**src/shared/retry_pf_pkg.sv**
```systemverilog
// Constants and carrier types for the power-fail and fault-retry sequencer
package retry_pf_pkg;
  // Register byte offsets
  localparam logic [7:0] OFS_STOP_SEL = 8'h00;
  localparam logic [7:0] OFS_COAST = 8'h04;
  localparam logic [7:0] OFS_RETRY_SEL = 8'h08;
  localparam logic [7:0] OFS_RETRY_CNT = 8'h0C;
  localparam logic [7:0] OFS_RETRY_WAIT = 8'h10;
  localparam logic [7:0] OFS_SUCCESS = 8'h14;
  localparam logic [7:0] OFS_TERM = 8'h18;
  localparam logic [7:0] OFS_STATUS = 8'h1C;
  // Reset values and special settings
  localparam logic [1:0] STOP_SEL_RST = 2'h0;
  localparam logic [13:0] COAST_OFF = 14'h270F;
  localparam logic [2:0] RETRY_SEL_RST = 3'h0;
  localparam logic [7:0] RETRY_CNT_RST = 8'h00;
  localparam logic [7:0] RETRY_CNT_MAX_PLAIN = 8'h0A;
  localparam logic [7:0] RETRY_CNT_ALARM_BASE = 8'h64;
  localparam logic [11:0] RETRY_WAIT_RST = 12'h00A;
  localparam logic [11:0] RETRY_WAIT_MIN = 12'h001;
  localparam logic [11:0] RETRY_WAIT_MAX = 12'hE10;
  localparam logic [7:0] TERM_PF_POS = 8'h2E;
  localparam logic [7:0] TERM_PF_NEG = 8'h92;
  localparam logic [7:0] TERM_RT_POS = 8'h40;
  localparam logic [7:0] TERM_RT_NEG = 8'hA4;
  localparam logic [3:0] SUCCESS_MULT = 4'h4;
  // Time base: one tick is 0.1 s of the retry timers
  localparam longint TICK_NS = 100000000;
  localparam longint CLK_NS = 5;
  localparam int TICK_CYCLES = int'(TICK_NS / CLK_NS);
  // Fault classes reported by the drive
  typedef enum logic [4:0] {
    F_NONE = 5'h00, F_OC1 = 5'h01, F_OC2 = 5'h02, F_OC3 = 5'h03,
    F_OV1 = 5'h04, F_OV2 = 5'h05, F_OV3 = 5'h06, F_THM = 5'h07,
    F_THT = 5'h08, F_BE = 5'h09, F_GF = 5'h0A, F_USB = 5'h0B,
    F_OHT = 5'h0C, F_OLT = 5'h0D, F_OPT = 5'h0E, F_OP1 = 5'h0F,
    F_PE = 5'h10, F_MB4 = 5'h11, F_MB5 = 5'h12, F_MB6 = 5'h13,
    F_MB7 = 5'h14, F_ILF = 5'h15, F_RET = 5'h16
  } fault_t;
  // Power-fail sequence, Gray along idle-decel-stop-normal decel
  typedef enum logic [1:0] {
    PF_IDLE = 2'h0, PF_DECEL = 2'h1, PF_STOP = 2'h3, PF_NORM = 2'h2
  } pf_state_t;
  // Retry sequence, Gray along idle-wait-run-lock
  typedef enum logic [1:0] {
    RT_IDLE = 2'h0, RT_WAIT = 2'h1, RT_RUN = 2'h3, RT_LOCK = 2'h2
  } rt_state_t;
  // Software settings
  typedef struct packed {
    logic [1:0] stop_sel;
    logic [13:0] coast;
    logic [2:0] retry_sel;
    logic [7:0] retry_cnt;
    logic [11:0] wait_t;
    logic [2:0][7:0] term;
  } cfg_t;
  // Whole sequencer state
  typedef struct packed {
    cfg_t cfg;
    pf_state_t pf;
    rt_state_t rt;
    logic [31:0] tick_cnt;
    logic tick;
    logic [15:0] timer;
    logic [7:0] fails;
    logic [15:0] success;
    fault_t first_fault;
    fault_t shown_fault;
    logic block;
    logic powerup;
    logic run_en;
    logic bus_decel;
    logic norm_decel;
    logic shutoff;
    logic reaccel;
    logic fault_reset;
    logic flying_restart;
    logic thermal_clear;
    logic fault_alarm;
    logic excess;
    logic pf_flag;
    logic rt_flag;
    logic [2:0] term_out;
    logic [31:0] rdata;
  } state_t;
endpackage

```
**src/rtl/fault_retry_power_fail_ctrl.sv**
```systemverilog
// Power-failure stop sequencer and automatic fault retry controller
//
// Behaviour
// - Stop select 0 coasts, 1 decelerates to stop, 2 decelerates then re-accelerates.
// - On supply loss with decel stop, bus-regulated decel down to 0 Hz.
// - Select 1: power back during decel still stops; restart needs start off then on.
// - Coast time other than 9999 disables power-fail stop in favour of restart.
// - Select 1: no start at power-up with start held; release and reassert first.
// - Select 2: power back during decel re-accelerates to set frequency.
// - Select 2: start released during loss gives normal-time deceleration.
// - Power-fail flag high during loss deceleration and the stop after it.
// - Terminal code 46 routes power-fail flag positive, 146 negative.
// - No power-fail stop behaviour while stopped or tripped.
// - Retryable trip clears after wait time and restarts from starting frequency.
// - Count 0 no retry; 1..10 silent retries; above 100 count-100 with alarm.
// - Consecutive failures beyond count raise retry-excess fault and trip.
// - Wait time 0.1 to 360 s, default 1 s, from trip to retry.
// - Success after fault-free run over four wait times; clears failure count.
// - Success counter reads cumulative successes; writing zero clears it.
// - Retry flag high during retry; terminal code 64 positive, 164 negative.
// - Fault select 0..5 chooses retried fault classes per class table.
// - Only the first fault of a retry episode is kept as stored error.
// - Retry reset keeps thermal and brake duty data, unlike power-on reset.
// - Parameter-storage fault found at power-up is never retried.
// - Non-retry fault during wait abandons retry and stays displayed.
// - Coast time other than 9999 makes retry use flying restart timing.
//
// The plain strobed port and the placing of the registers were chosen for this implementation.
`timescale 1ns/1ps
`default_nettype none

module fault_retry_power_fail_ctrl #(
  parameter int TICK_CYCLES = retry_pf_pkg::TICK_CYCLES
) (
  // Clock and reset
  input wire logic clk_in,
  input wire logic srst_in,
  // Register port
  input wire logic [7:0] addr_in,
  input wire logic [31:0] wdata_in,
  input wire logic wr_in,
  input wire logic rd_in,
  output logic [31:0] rdata_out,
  // Controller start inputs
  input wire logic forward_start_input_in,
  input wire logic reverse_start_input_in,
  // Drive status
  input wire logic undervolt_in,
  input wire logic freq_zero_in,
  input wire logic fault_in,
  input wire logic [4:0] fault_code_in,
  input wire logic manual_reset_in,
  // Drive commands
  output logic run_enable_out,
  output logic bus_reg_decel_out,
  output logic normal_decel_out,
  output logic output_shutoff_out,
  output logic reaccel_out,
  output logic fault_reset_out,
  output logic flying_restart_out,
  output logic thermal_clear_out,
  // Fault and flag outputs
  output logic fault_alarm_out,
  output logic retry_excess_fault_out,
  output logic [4:0] shown_fault_out,
  output logic power_fail_decel_flag_out,
  output logic retry_active_flag_out,
  output logic [2:0] terminal_out
);

  ////////////////////////////////////////////////////////////////////////////
  // Decoding helpers

  // Fault classes retried under each select setting
  function automatic logic retryable(input logic [2:0] sel, input logic [4:0] code);
    logic oc;
    logic ov;
    logic th;
    oc = code inside {5'h01, 5'h02, 5'h03};
    ov = code inside {5'h04, 5'h05, 5'h06};
    th = code inside {5'h07, 5'h08, 5'h0C};
    case (sel)
      3'h0: retryable = (code != 5'h00) && (code != 5'h16);
      3'h1: retryable = oc;
      3'h2: retryable = ov;
      3'h3: retryable = oc | ov;
      3'h4: retryable = (code != 5'h00) && (code != 5'h16) && !th;
      3'h5: retryable = (code == 5'h01) || (code == 5'h03);
      default: retryable = 1'b0;
    endcase
  endfunction

  // Allowed retries from the count setting; 11..100 gives none
  function automatic logic [7:0] retry_limit(input logic [7:0] set);
    if (set <= retry_pf_pkg::RETRY_CNT_MAX_PLAIN) begin
      retry_limit = set;
    end else if (set > retry_pf_pkg::RETRY_CNT_ALARM_BASE) begin
      retry_limit = set - retry_pf_pkg::RETRY_CNT_ALARM_BASE;
    end else begin
      retry_limit = 8'h00;
    end
  endfunction

  // Terminal function code applied to the two flags
  function automatic logic term_map(input logic [7:0] code, input logic pf, input logic rt);
    case (code)
      retry_pf_pkg::TERM_PF_POS: term_map = pf;
      retry_pf_pkg::TERM_PF_NEG: term_map = !pf;
      retry_pf_pkg::TERM_RT_POS: term_map = rt;
      retry_pf_pkg::TERM_RT_NEG: term_map = !rt;
      default: term_map = 1'b0;
    endcase
  endfunction

  ////////////////////////////////////////////////////////////////////////////
  // State

  retry_pf_pkg::state_t s_q;
  retry_pf_pkg::state_t s_d;
  logic start;
  logic pf_allowed;
  logic tripped;
  logic [15:0] wait_ticks;
  logic [15:0] ok_ticks;

  assign start = forward_start_input_in | reverse_start_input_in;
  // Trip is held from the fault until the retry fires or a manual reset
  assign tripped = (s_q.rt == retry_pf_pkg::RT_WAIT) || (s_q.rt == retry_pf_pkg::RT_LOCK);
  // power-fail stop only with restart disabled
  assign pf_allowed = (s_q.cfg.coast == retry_pf_pkg::COAST_OFF) && s_q.run_en && !tripped;
  assign wait_ticks = {4'h0, s_q.cfg.wait_t};
  assign ok_ticks = 16'(s_q.cfg.wait_t * retry_pf_pkg::SUCCESS_MULT);

  ////////////////////////////////////////////////////////////////////////////
  // Next-state logic

  always_comb begin
    logic fire;
    logic can_retry;
    logic [11:0] wt;
    fire = 1'b0;
    can_retry = 1'b0;
    wt = wdata_in[11:0];
    s_d = s_q;
    s_d.reaccel = 1'b0;
    s_d.fault_reset = 1'b0;
    s_d.thermal_clear = 1'b0;
    s_d.rdata = 32'h0000_0000;

    // 0.1 s time base
    s_d.tick = 1'b0;
    if (s_q.tick_cnt >= 32'(TICK_CYCLES - 1)) begin
      s_d.tick_cnt = 32'h0000_0000;
      s_d.tick = 1'b1;
    end else begin
      s_d.tick_cnt = s_q.tick_cnt + 32'h0000_0001;
    end

    // Register writes
    if (wr_in) begin
      case (addr_in)
        retry_pf_pkg::OFS_STOP_SEL: s_d.cfg.stop_sel = (wdata_in[1:0] == 2'h3) ? s_q.cfg.stop_sel : wdata_in[1:0];
        retry_pf_pkg::OFS_COAST: s_d.cfg.coast = wdata_in[13:0];
        retry_pf_pkg::OFS_RETRY_SEL: s_d.cfg.retry_sel = (wdata_in[2:0] > 3'h5) ? s_q.cfg.retry_sel : wdata_in[2:0];
        retry_pf_pkg::OFS_RETRY_CNT: s_d.cfg.retry_cnt = wdata_in[7:0];
        // wait time clamped to 0.1..360 s
        retry_pf_pkg::OFS_RETRY_WAIT: begin
          if (wt < retry_pf_pkg::RETRY_WAIT_MIN) begin
            s_d.cfg.wait_t = retry_pf_pkg::RETRY_WAIT_MIN;
          end else if (wt > retry_pf_pkg::RETRY_WAIT_MAX) begin
            s_d.cfg.wait_t = retry_pf_pkg::RETRY_WAIT_MAX;
          end else begin
            s_d.cfg.wait_t = wt;
          end
        end
        // writing zero clears the success count
        retry_pf_pkg::OFS_SUCCESS: begin
          if (wdata_in == 32'h0000_0000) begin
            s_d.success = 16'h0000;
          end
        end
        retry_pf_pkg::OFS_TERM: s_d.cfg.term = wdata_in[23:0];
        default: ;
      endcase
    end

    // Register reads, answered the next cycle
    if (rd_in) begin
      case (addr_in)
        retry_pf_pkg::OFS_STOP_SEL: s_d.rdata = {30'h0, s_q.cfg.stop_sel};
        retry_pf_pkg::OFS_COAST: s_d.rdata = {18'h0, s_q.cfg.coast};
        retry_pf_pkg::OFS_RETRY_SEL: s_d.rdata = {29'h0, s_q.cfg.retry_sel};
        retry_pf_pkg::OFS_RETRY_CNT: s_d.rdata = {24'h0, s_q.cfg.retry_cnt};
        retry_pf_pkg::OFS_RETRY_WAIT: s_d.rdata = {20'h0, s_q.cfg.wait_t};
        retry_pf_pkg::OFS_SUCCESS: s_d.rdata = {16'h0, s_q.success};
        retry_pf_pkg::OFS_TERM: s_d.rdata = {8'h0, s_q.cfg.term};
        retry_pf_pkg::OFS_STATUS: begin
          s_d.rdata = {5'h0, s_q.first_fault, s_q.fails, 4'h0, s_q.block,
                       s_q.excess, 4'h0, s_q.rt, s_q.pf};
        end
        default: s_d.rdata = 32'h0000_0000;
      endcase
    end

    ////////////////////////////////////////////////////////////////////////
    // Start gating
    // a held start is released and reasserted before the first run
    // same after a select-1 power-fail stop
    if (!start) begin
      s_d.block = 1'b0;
    end
    s_d.run_en = start && !s_d.block && !tripped && (s_q.pf != retry_pf_pkg::PF_STOP);
    if (s_q.run_en) begin
      s_d.powerup = 1'b0;
    end

    ////////////////////////////////////////////////////////////////////////
    // Power-fail sequence
    // select 0 just shuts the output off while the supply is low
    s_d.shutoff = undervolt_in && (s_q.cfg.stop_sel == 2'h0) && s_q.run_en;
    case (s_q.pf)
      retry_pf_pkg::PF_IDLE: begin
        if (undervolt_in && pf_allowed && (s_q.cfg.stop_sel != 2'h0)) begin
          s_d.pf = retry_pf_pkg::PF_DECEL;
        end
      end
      retry_pf_pkg::PF_DECEL: begin
        if (tripped) begin
          s_d.pf = retry_pf_pkg::PF_IDLE;
        end else if (s_q.cfg.stop_sel == 2'h2 && !start) begin
          // released start falls back to normal decel time
          s_d.pf = retry_pf_pkg::PF_NORM;
        end else if (freq_zero_in) begin
          s_d.pf = retry_pf_pkg::PF_STOP;
        end else if (s_q.cfg.stop_sel == 2'h2 && !undervolt_in) begin
          // supply back, climb to the set frequency
          s_d.pf = retry_pf_pkg::PF_IDLE;
          s_d.reaccel = 1'b1;
        end
      end
      retry_pf_pkg::PF_NORM: begin
        if (freq_zero_in || tripped) begin
          s_d.pf = retry_pf_pkg::PF_IDLE;
        end
      end
      // select 1 stays stopped until start is cycled
      retry_pf_pkg::PF_STOP: begin
        if (s_q.cfg.stop_sel == 2'h1) begin
          s_d.block = 1'b1;
          if (!start) begin
            s_d.pf = retry_pf_pkg::PF_IDLE;
            s_d.block = 1'b0;
          end
        end else if (!undervolt_in || !start) begin
          s_d.pf = retry_pf_pkg::PF_IDLE;
        end
      end
      default: s_d.pf = retry_pf_pkg::PF_IDLE;
    endcase
    s_d.bus_decel = (s_d.pf == retry_pf_pkg::PF_DECEL);
    s_d.norm_decel = (s_d.pf == retry_pf_pkg::PF_NORM);

    ////////////////////////////////////////////////////////////////////////
    // Retry sequence
    // fault class filter
    // storage fault at power-up is excluded
    can_retry = retryable(s_q.cfg.retry_sel, fault_code_in) &&
                !(s_q.powerup && fault_code_in == retry_pf_pkg::F_PE);
    case (s_q.rt)
      retry_pf_pkg::RT_IDLE, retry_pf_pkg::RT_RUN: begin
        if (s_q.rt == retry_pf_pkg::RT_RUN && s_q.tick) begin
          s_d.timer = s_q.timer + 16'h0001;
          // success past four wait times clears the failure run
          if (s_q.timer >= ok_ticks) begin
            s_d.rt = retry_pf_pkg::RT_IDLE;
            s_d.success = s_q.success + 16'h0001;
            s_d.fails = 8'h00;
            s_d.first_fault = retry_pf_pkg::F_NONE;
          end
        end
        if (fault_in) begin
          s_d.timer = 16'h0000;
          // keep only the first fault of the episode
          if (s_q.first_fault == retry_pf_pkg::F_NONE || s_q.rt == retry_pf_pkg::RT_IDLE) begin
            s_d.first_fault = retry_pf_pkg::fault_t'(fault_code_in);
          end
          s_d.shown_fault = retry_pf_pkg::fault_t'(fault_code_in);
          if (!can_retry || retry_limit(s_q.cfg.retry_cnt) == 8'h00) begin
            s_d.rt = retry_pf_pkg::RT_LOCK;
          end else if (s_q.rt == retry_pf_pkg::RT_RUN && s_q.fails >= retry_limit(s_q.cfg.retry_cnt)) begin
            // failures beyond the limit trip on retry excess
            s_d.rt = retry_pf_pkg::RT_LOCK;
            s_d.excess = 1'b1;
            s_d.shown_fault = retry_pf_pkg::F_RET;
          end else begin
            s_d.rt = retry_pf_pkg::RT_WAIT;
            s_d.fails = (s_q.rt == retry_pf_pkg::RT_IDLE) ? 8'h01 : s_q.fails + 8'h01;
          end
        end
      end
      retry_pf_pkg::RT_WAIT: begin
        if (s_q.tick) begin
          s_d.timer = s_q.timer + 16'h0001;
        end
        if (fault_in && !can_retry) begin
          // unselected fault ends the retry, still shown
          s_d.rt = retry_pf_pkg::RT_LOCK;
          s_d.shown_fault = retry_pf_pkg::fault_t'(fault_code_in);
        end else if (s_q.tick && s_q.timer + 16'h0001 >= wait_ticks) begin
          fire = 1'b1;
        end
      end
      retry_pf_pkg::RT_LOCK: begin
        if (manual_reset_in) begin
          s_d.rt = retry_pf_pkg::RT_IDLE;
          s_d.fails = 8'h00;
          s_d.excess = 1'b0;
          s_d.shown_fault = retry_pf_pkg::F_NONE;
          s_d.first_fault = retry_pf_pkg::F_NONE;
          s_d.fault_reset = 1'b1;
        end
      end
      default: s_d.rt = retry_pf_pkg::RT_IDLE;
    endcase
    // wait over, clear the trip and restart from starting frequency
    // retry reset leaves thermal and brake data alone
    if (fire) begin
      s_d.rt = retry_pf_pkg::RT_RUN;
      s_d.timer = 16'h0000;
      s_d.fault_reset = 1'b1;
      s_d.shown_fault = retry_pf_pkg::F_NONE;
    end
    // restart timing follows the power-loss restart when enabled
    s_d.flying_restart = fire && (s_q.cfg.coast != retry_pf_pkg::COAST_OFF);
    // alarm shown during retry only for settings above 100
    s_d.fault_alarm = (s_d.rt == retry_pf_pkg::RT_LOCK) ||
                      ((s_d.rt == retry_pf_pkg::RT_WAIT) &&
                       (s_q.cfg.retry_cnt > retry_pf_pkg::RETRY_CNT_ALARM_BASE));

    ////////////////////////////////////////////////////////////////////////
    // Flags and terminals
    // flag covers loss decel and the stop after it
    s_d.pf_flag = (s_d.pf == retry_pf_pkg::PF_DECEL) || (s_d.pf == retry_pf_pkg::PF_STOP);
    s_d.rt_flag = (s_d.rt == retry_pf_pkg::RT_WAIT);
    for (int i = 0; i < 3; i++) begin
      s_d.term_out[i] = term_map(s_q.cfg.term[i], s_d.pf_flag, s_d.rt_flag);
    end
  end

  ////////////////////////////////////////////////////////////////////////////
  // State register; power-on reset also clears thermal data

  always_ff @(posedge clk_in) begin
    if (srst_in) begin
      s_q <= '0;
      s_q.cfg.stop_sel <= retry_pf_pkg::STOP_SEL_RST;
      s_q.cfg.coast <= retry_pf_pkg::COAST_OFF;
      s_q.cfg.retry_sel <= retry_pf_pkg::RETRY_SEL_RST;
      s_q.cfg.retry_cnt <= retry_pf_pkg::RETRY_CNT_RST;
      s_q.cfg.wait_t <= retry_pf_pkg::RETRY_WAIT_RST;
      s_q.pf <= retry_pf_pkg::PF_IDLE;
      s_q.rt <= retry_pf_pkg::RT_IDLE;
      s_q.first_fault <= retry_pf_pkg::F_NONE;
      s_q.shown_fault <= retry_pf_pkg::F_NONE;
      s_q.powerup <= 1'b1;
      s_q.block <= 1'b1;
      s_q.thermal_clear <= 1'b1;
    end else begin
      s_q <= s_d;
    end
  end

  // Power-up start block applies in every select, not only select 1
  // (a held start must be released once before the first run)

  ////////////////////////////////////////////////////////////////////////////
  // Outputs, all straight from the state register

  assign rdata_out = s_q.rdata;
  assign run_enable_out = s_q.run_en;
  assign bus_reg_decel_out = s_q.bus_decel;
  assign normal_decel_out = s_q.norm_decel;
  assign output_shutoff_out = s_q.shutoff;
  assign reaccel_out = s_q.reaccel;
  assign fault_reset_out = s_q.fault_reset;
  assign flying_restart_out = s_q.flying_restart;
  assign thermal_clear_out = s_q.thermal_clear;
  assign fault_alarm_out = s_q.fault_alarm;
  assign retry_excess_fault_out = s_q.excess;
  assign shown_fault_out = s_q.shown_fault;
  assign power_fail_decel_flag_out = s_q.pf_flag;
  assign retry_active_flag_out = s_q.rt_flag;
  assign terminal_out = s_q.term_out;

endmodule

`default_nettype wire

```
**config.mk**
```make
export PLATFORM = sky130hd
export DESIGN_NAME = fault_retry_power_fail_ctrl
export DESIGN_NICKNAME = d
export VERILOG_FILES = /design/src/shared/retry_pf_pkg.sv /design/src/rtl/fault_retry_power_fail_ctrl.sv
export SDC_FILE = /design/constraint.sdc
export NUM_CORES = 1
export LEC_CHECK = 0
export BUFFER_PORTS_ARGS = -buffer_cell sky130_fd_sc_hd__clkbuf_2
export CAP_MARGIN = 20
export CORE_MARGIN = 2
export CORE_UTILIZATION = 35
export CTS_CLUSTER_SIZE = 16
export DETAILED_ROUTE_END_ITERATION = 10
export MAX_ROUTING_LAYER = met4
export PLACE_DENSITY_LB_ADDON = 0.1
export SYNTH_ARGS = -nofsm -noshare
export SYNTH_HDL_FRONTEND = slang
export SYNTH_SLANG_ARGS = --single-unit
```
**constraint.sdc**
```tcl
create_clock -name clk_in -period 4.82 [get_ports clk_in]
set_input_delay 0 -clock clk_in [delete_from_list [all_inputs] [get_ports clk_in]]
set_output_delay 0 -clock clk_in [all_outputs]
set_load 0.1 [all_outputs]
```
==> results by group, run 1 <==
Outcome
  – Status: finished clean

Pwr
  – Leak: between 4 and 5 nW
  – P per Cell Area: 287 nW/um2
  – IR drop worst, VDD: 0.227 mV

CTS
  – Clk_lat worst skew: between 400 and 500 ps
  – CTS Buf Count: 17
  – PostCTS Resize Cnt: 0
  – Hold buffer count at cts: 36
  – Postcts setup bufs: 0
  – Reg clk slew, reported paths: 90 ps
  – CTS tree: yes
  – H-tree depth: 4
  – Sink Count: 194
  – Root buffer cell: clkbuf_16
  – Clk buf depth: 2

Detailed routing
  – DRT iter0 DRCs: around 650
  – Final wirelength: 30.3 mm
  – # DRC: 0
  – DR vias: between 9k and 10k
  – Post-route ant nets: 0
  – Wire per inst: around 18 um
  – Drt first pass iters: 5
  – Vias per cell: 5.28

Synthesis
  – Post-synth top area cell: dfxtp_1
  – Synthesis-stage register bit count: 194
  – Mapped Cells: 1246
  – Mean area per synthesized cell: 8.05 um2
  – Number of synthesized flops with an enable pin: 0
  – Top cells by area, synth: dfxtp_1 (39%), nor2_1 (6.8%), nand2_1 (6.0%)
  – Warnings, synthesis: 0
  – Synth cell types: 70
  – Async set-reset flop share out of synthesis: 0%
  – Synth top area share: 38.7%
  – Mapped cell area: about 10000 um2
  – Post-synthesis sequential area ratio: between 30 and 40%
  – Most used DFF post-synth: dfxtp_1

Floorplanning
  – Core box area: around 28000 um2
  – Die width: approximately 170 um
  – I/O pins: 107
  – DIE AREA: 30000 um2
  – Rows: 61
  – Initial core utilization: 35.8%
  – Die H: 173 um

GRT
  – First-pass GRT wire length: between 40 and 50 mm
  – Global-route usage over all layers: just over 20%
  – Largest net degree at the start of global routing: 50
  – Total overflow reported by the global router: 0
  – Vias in the first global route: 8476
  – Initial antenna violation count: 0

Layout
  – Final core occ: 41.5%
  – Commonest cells after routing, fill and taps aside: dfxtp_1 (194), nor2_1 (183), nand2_1 (159), clkbuf_2 (100), a21oi_1 (87)
  – Diodes inserted: 0
  – Nets: 1429
  – Synthesis-to-finish area growth: 15.8%
  – Finished Layout Cells: 1721
  – Share of cells above drive strength 1: 12.6%
  – Commonest non-fill, non-tap cell in the layout: dfxtp_1

STA
  – Final cycle utilization of the critical path: 84.7%
  – RSZ-0062 raised after global routing: no
  – PnR worst setup slack: 740 ps
  – Crit path time final: 4080 ps
  – Setup TNS: 0 ps
  – Slew headroom: 36.0%
  – Final hold slack: 58.3 ps
  – Final Skew: 18.5 ps
  – Achievable Freq: 245 MHz
  – Count of final hold-check violations: 0
  – Final Setup Violations: 0
  – Fin. max-slew vios: 0
  – Least-Margin Pin Slew: 961 ps

Placement
  – Pre-CTS setup slack: approximately 800 ps
  – I/O Buffers: about 100
  – DP HPWL: 22.1 mm
  – Routability cong.: 0.832
  – # placed instances: ~1.7k

Setup path
  – CP required: approximately 5200 ps
  – Crit Path Max Fanout: 10
  – CP Capture Type: flop
  – Critical path class: reg -> reg
  – Type of origin of the critical path: flop
  – Worst Path Arrival: 4440 ps

Flow run
  – Max Cap Violations: 0

Worst hold path
  – HP Class: in -> reg
[cell usage after synthesis (all sizes together), types with 3 or more instances]
library cell,instances
xnor2,17
a21o,6
o311a,3
buf,43
o22ai,4
o21ai,32
or3,3
nand4b,4
a21oi,87
a221o,4
o211ai,5
dfxtp,194
and2,11
nand2b,15
nor2b,13
ha,44
nor2,183
nor3,28
nor3b,5
a211o,3
nor4,10
a22oi,45
a311oi,4
and3,21
or4,9
clkbuf,54
a31oi,9
nand2,160
or2,7
xor2,25
a222oi,4
nand3,43
nand4,23
and4,3
a221oi,9
a211oi,9
nand3b,14
nor4b,7
o31ai,3
inv,34
mux2,12
mux2i,10
o221ai,3
[worst max-delay path: stages, from the launching register on]
cell	delay, ps
dfxtp_1	520
inv_1	140
ha_1	270
nand2b_1	120
o311a_1	190
or2_1	210
nand2_1	100
ha_1	300
and3_1	200
a221o_1	340
a31oi_1	140
nor2_1	100
and4b_1	440
o311a_4	260
nand2_4	80
mux2_1	330
a211oi_1	250
[cell families (layout without fill, tap and decap cells)]
group	after synthesis	in the layout	synth area share, %
AOI/OAI and AO/OA	247	247	16.3
xor gates and xnor gates	42	42	3.67
adders and majority gates	44	44	5.49
buffers and inverters	131	217	6.56
DFF	194	194	38.7
muxes	23	23	2.57
other	1	12	0.0374
and+or+nand+nor	564	564	26.7
[state kept, by name, summed over array words and instances (netlist names)]
name and count:
bus_reg_decel_out 1, fault_reset_out 1, retry_active_flag_out 1, flying_restart_out 1, thermal_clear_out 1, run_enable_out 1
terminal_out 3, s_q 147, power_fail_decel_flag_out 1, normal_decel_out 1, reaccel_out 1, fault_alarm_out 1
rdata_out 27, shown_fault_out 5, retry_excess_fault_out 1, output_shutoff_out 1
[worst paths after layout]
| path | from | end | slack [ps] | depth (start not counted) |
|---|---|---|---|---|
| max | s_q[174] | terminal_out[1] | 740 | 16 |
| min | fault_in | retry_excess_fault_out | 60 | 4 |
| max reg2reg | s_q[174] | terminal_out[1] | 740 | 16 |
| min reg2reg | s_q[47] | s_q[47] | 460 | 1 |
[metal layers]
layer	part of all wire, %	track usage, %
met5	0	-
met4	1.2	4.91
met3	4.7	2.87
met2	44	31.2
met1	50	29.5
[through the flow]
stage	power (mW)	instance area, um2
final	3.34	11600
after CTS	3.39	11600
after detailed placement	1.89	10600
after global placement	1.90	10600
after global routing	3.46	11600
after floorplan	1.82	10100
[final cells by class]
| type | instances | area, um2 |
|---|---|---|
| clock inverter | 15 | 180 |
| clock buffer | 17 | 425 |
| fill | 2934 | 16400 |
| multi-input combinational | 932 | 5530 |
| timing repair buffer | 151 | 997 |
| inverter | 34 | 128 |
| tap | 378 | 473 |
| sequential | 194 | 3880 |
[power by group]
part	total [mW]	internal [mW]	switching [mW]
clock	1.46	0.708	0.751
sequential	1.63	1.62	0.0110
combinational	0.253	0.0782	0.175
total	3.34	2.40	0.937
Note: power is estimated with default switching activity, not from simulation.
==> run 2, diff against run 1 <==
clock period = 3.95 ns   (was 4.82 ns; I/O delays follow)
==> run 2 against run 1 <==
Against the previous run:
- combinational power rose by 23%
- worst hold slack lost 27 ps
- via count decreased by 0.22%
- sequential power increased by 21%
- clock power up 22%
- maximum frequency is 12% higher
- critical endpoint unchanged
==> results by group, run 2 (synthesis results as in run 1) <==
Placement
  – DP HPWL: 22.4 mm (+1.3%)
  – Routability cong.: 0.846 (+1.7%)
  – I/O Buffers: 101 (unchanged)

STA
  – Count of final hold-check violations: 0 (unchanged)
  – Final cycle utilization of the critical path: 92.5% (+7.9 points)
  – Fin. max-slew vios: 0 (unchanged)
  – Final Skew: 21.3 ps (+2.78 ps)
  – Final hold slack: 31.1 ps (-27.3 ps)
  – Crit path time final: 3650 ps (-426 ps)
  – Least-Margin Pin Slew: 976 ps (+15.7 ps)
  – Final Setup Violations: 0 (unchanged)
  – Slew headroom: 34.9% (-1.1 points)
  – Achievable Freq: 274 MHz (+12%)

Pwr
  – IR drop worst, VDD: 0.266 mV (+17%)
  – Pint: 2.97 mW (+24%)
  – PnR Total Power: 4.08 mW (+22%)
  – Flop pwr share: 48.7% (about the same)
  – Sw Share: 27.1% (-0.94 points)
  – Combinational Power Share: 7.6% (about the same)
  – P per Cell Area: 349 nW/um2 (+21%)
  – Leak: 4.51 nW (+1.0%)
  – Clk pwr share: 43.7% (about the same)
  – Net Sw Power: 1.11 mW (+18%)

CTS
  – Sink Count: 194 (unchanged)
  – CTS tree: yes
  – Clk_lat worst skew: 450 ps (about the same)
  – Reg clk slew, reported paths: 80 ps (about the same)
  – CTS Buf Count: 17 (unchanged)
  – Root buffer cell: clkbuf_16
  – H-tree depth: 4 (unchanged)
  – Clk buf depth: 2 (unchanged)

Layout
  – Biggest register: s_q
  – Nets: 1437 (+0.56%)
  – Number of flip-flops in the largest register: 147 (unchanged)
  – Share of cells above drive strength 1: 13.7% (+1.1 points)
  – Diodes inserted: 0 (unchanged)
  – Synthesis-to-finish area growth: 16.5%
  – Commonest non-fill, non-tap cell in the layout: dfxtp_1
  – Commonest cells after routing, fill and taps aside: dfxtp_1 (191), nor2_1 (183), nand2_1 (159), clkbuf_2 (100), a21oi_1 (87)

GRT
  – First-pass GRT wire length: 48.0 mm (-0.56%)
  – Global-route usage over all layers: 20.7% (-0.079 points)
  – Largest net degree at the start of global routing: 60 (+20%)
  – Initial antenna violation count: 0 (unchanged)
  – Vias in the first global route: 8503 (+0.32%)
  – Total overflow reported by the global router: 0 (unchanged)

Floorplanning
  – Rows: 61 (unchanged)
  – DIE AREA: 30000 um2 (unchanged)
  – Core box area: 28000 um2 (unchanged)
  – Die H: 173 um (unchanged)
  – Initial core utilization: 35.8% (unchanged)
  – I/O pins: 107 (unchanged)
  – Die width: 173 um (unchanged)

Outcome
  – Status: finished clean

Setup path
  – Worst Path Arrival: 4010 ps (-430 ps)
  – CP required: 4310 ps (-870 ps)
  – Type of origin of the critical path: flop
  – Critical path class: reg -> reg
  – CP Capture Type: flop
  – Crit Path Max Fanout: 5 (-5)

Detailed routing
  – Wire per inst: 17.6 um (-0.13%)
  – Post-route ant nets: 0 (unchanged)
  – Drt first pass iters: 5 (unchanged)
  – # DRC: 0 (unchanged)
  – DR vias: 9072 (-0.22%)
  – Final wirelength: 30.4 mm (+0.33%)
  – DRT iter0 DRCs: 674 (+3.5%)
  – Vias per cell: 5.25 (-0.68%)

Flow run
  – Max Cap Violations: 0 (unchanged)

Worst hold path
  – HP Class: in -> reg
-- run 2: power by group through the flow --
stage                     combinational [mW]  clock, mW  sequential (mW)
after floorplan                        0.176          0             2.04
after global placement                 0.284          0             2.03
after detailed placement               0.282          0             2.03
after CTS                              0.310       1.83             1.98
after global routing                   0.334       1.90             1.99
final                                  0.311       1.78             1.98
-- run 2: repair_timing --
| action | CTS | global route |
|---|---|---|
| buffers inserted | 0 | 0 |
| setup endpoints to repair | 0 | 4 |
| gates resized for setup | 0 | 7 |
| endpoints found under the hold margin | 69 | 0 |
| hold buffers | 35 | 0 |
-- run 2: layout make-up --
class | count | area [um2]
Tap cell | 378 | 473
Inverter | 34 | 128
Clock inverter | 15 | 170
Sequential cell | 194 | 3890
Fill cell | 2927 | 16300
Multi-Input combinational cell | 932 | 5550
Timing Repair Buffer | 159 | 1040
Clock buffer | 17 | 425
-- run 2: routing by layer --
| metal | vias up | part of all wire (%) | track usage [%] |
|---|---|---|---|
| li1 | 4541 | - | - |
| met1 | 4300 | 49 | 28.7 |
| met2 | 207 | 45 | 31.8 |
| met3 | 24 | 4.7 | 3.46 |
| met4 | 0 | 1.0 | 4.20 |
| met5 | - | 0 | - |
-- run 2: critical path: stages (launching register included) --
cell	delay, ps
dfxtp_2	370
inv_1	80
nor3_2	240
nand2_1	100
xnor2_1	200
ha_1	280
a211oi_1	250
nor2_1	80
a2111oi_1	350
buf_4	170
o221ai_1	170
o221ai_2	260
buf_4	180
o311a_4	220
nand2_4	80
mux2_1	320
a211oi_1	220
-- run 2: stage by stage --
step / std cells / setup TNS [ps] / util [%] / setup slack, ps / instance area [um2]
2_1_floorplan: 1257 / 0 / - / 322 / 10100
3_3_place_gp: 1662 / 0 / 38.2 / 216 / 10700
3_5_place_dp: 1662 / 0 / 38.2 / 111 / 10700
4_1_cts: 1729 / 0 / 41.6 / 116 / 11700
5_1_grt: 1729 / -8.80 / 41.7 / -8.80 / 11700
6_report: 1729 / 0 / 41.7 / 296 / 11700
-- run 2: worst paths after layout --
path	startpoint	to	slack, ps	cells past startpoint
setup / recovery	s_q[83]	terminal_out[1]	300	16
setup reg to reg	s_q[83]	terminal_out[1]	300	16
hold / removal	addr_in[6]	rdata_out[25]	30	3
hold reg to reg	s_q[47]	s_q[47]	450	1
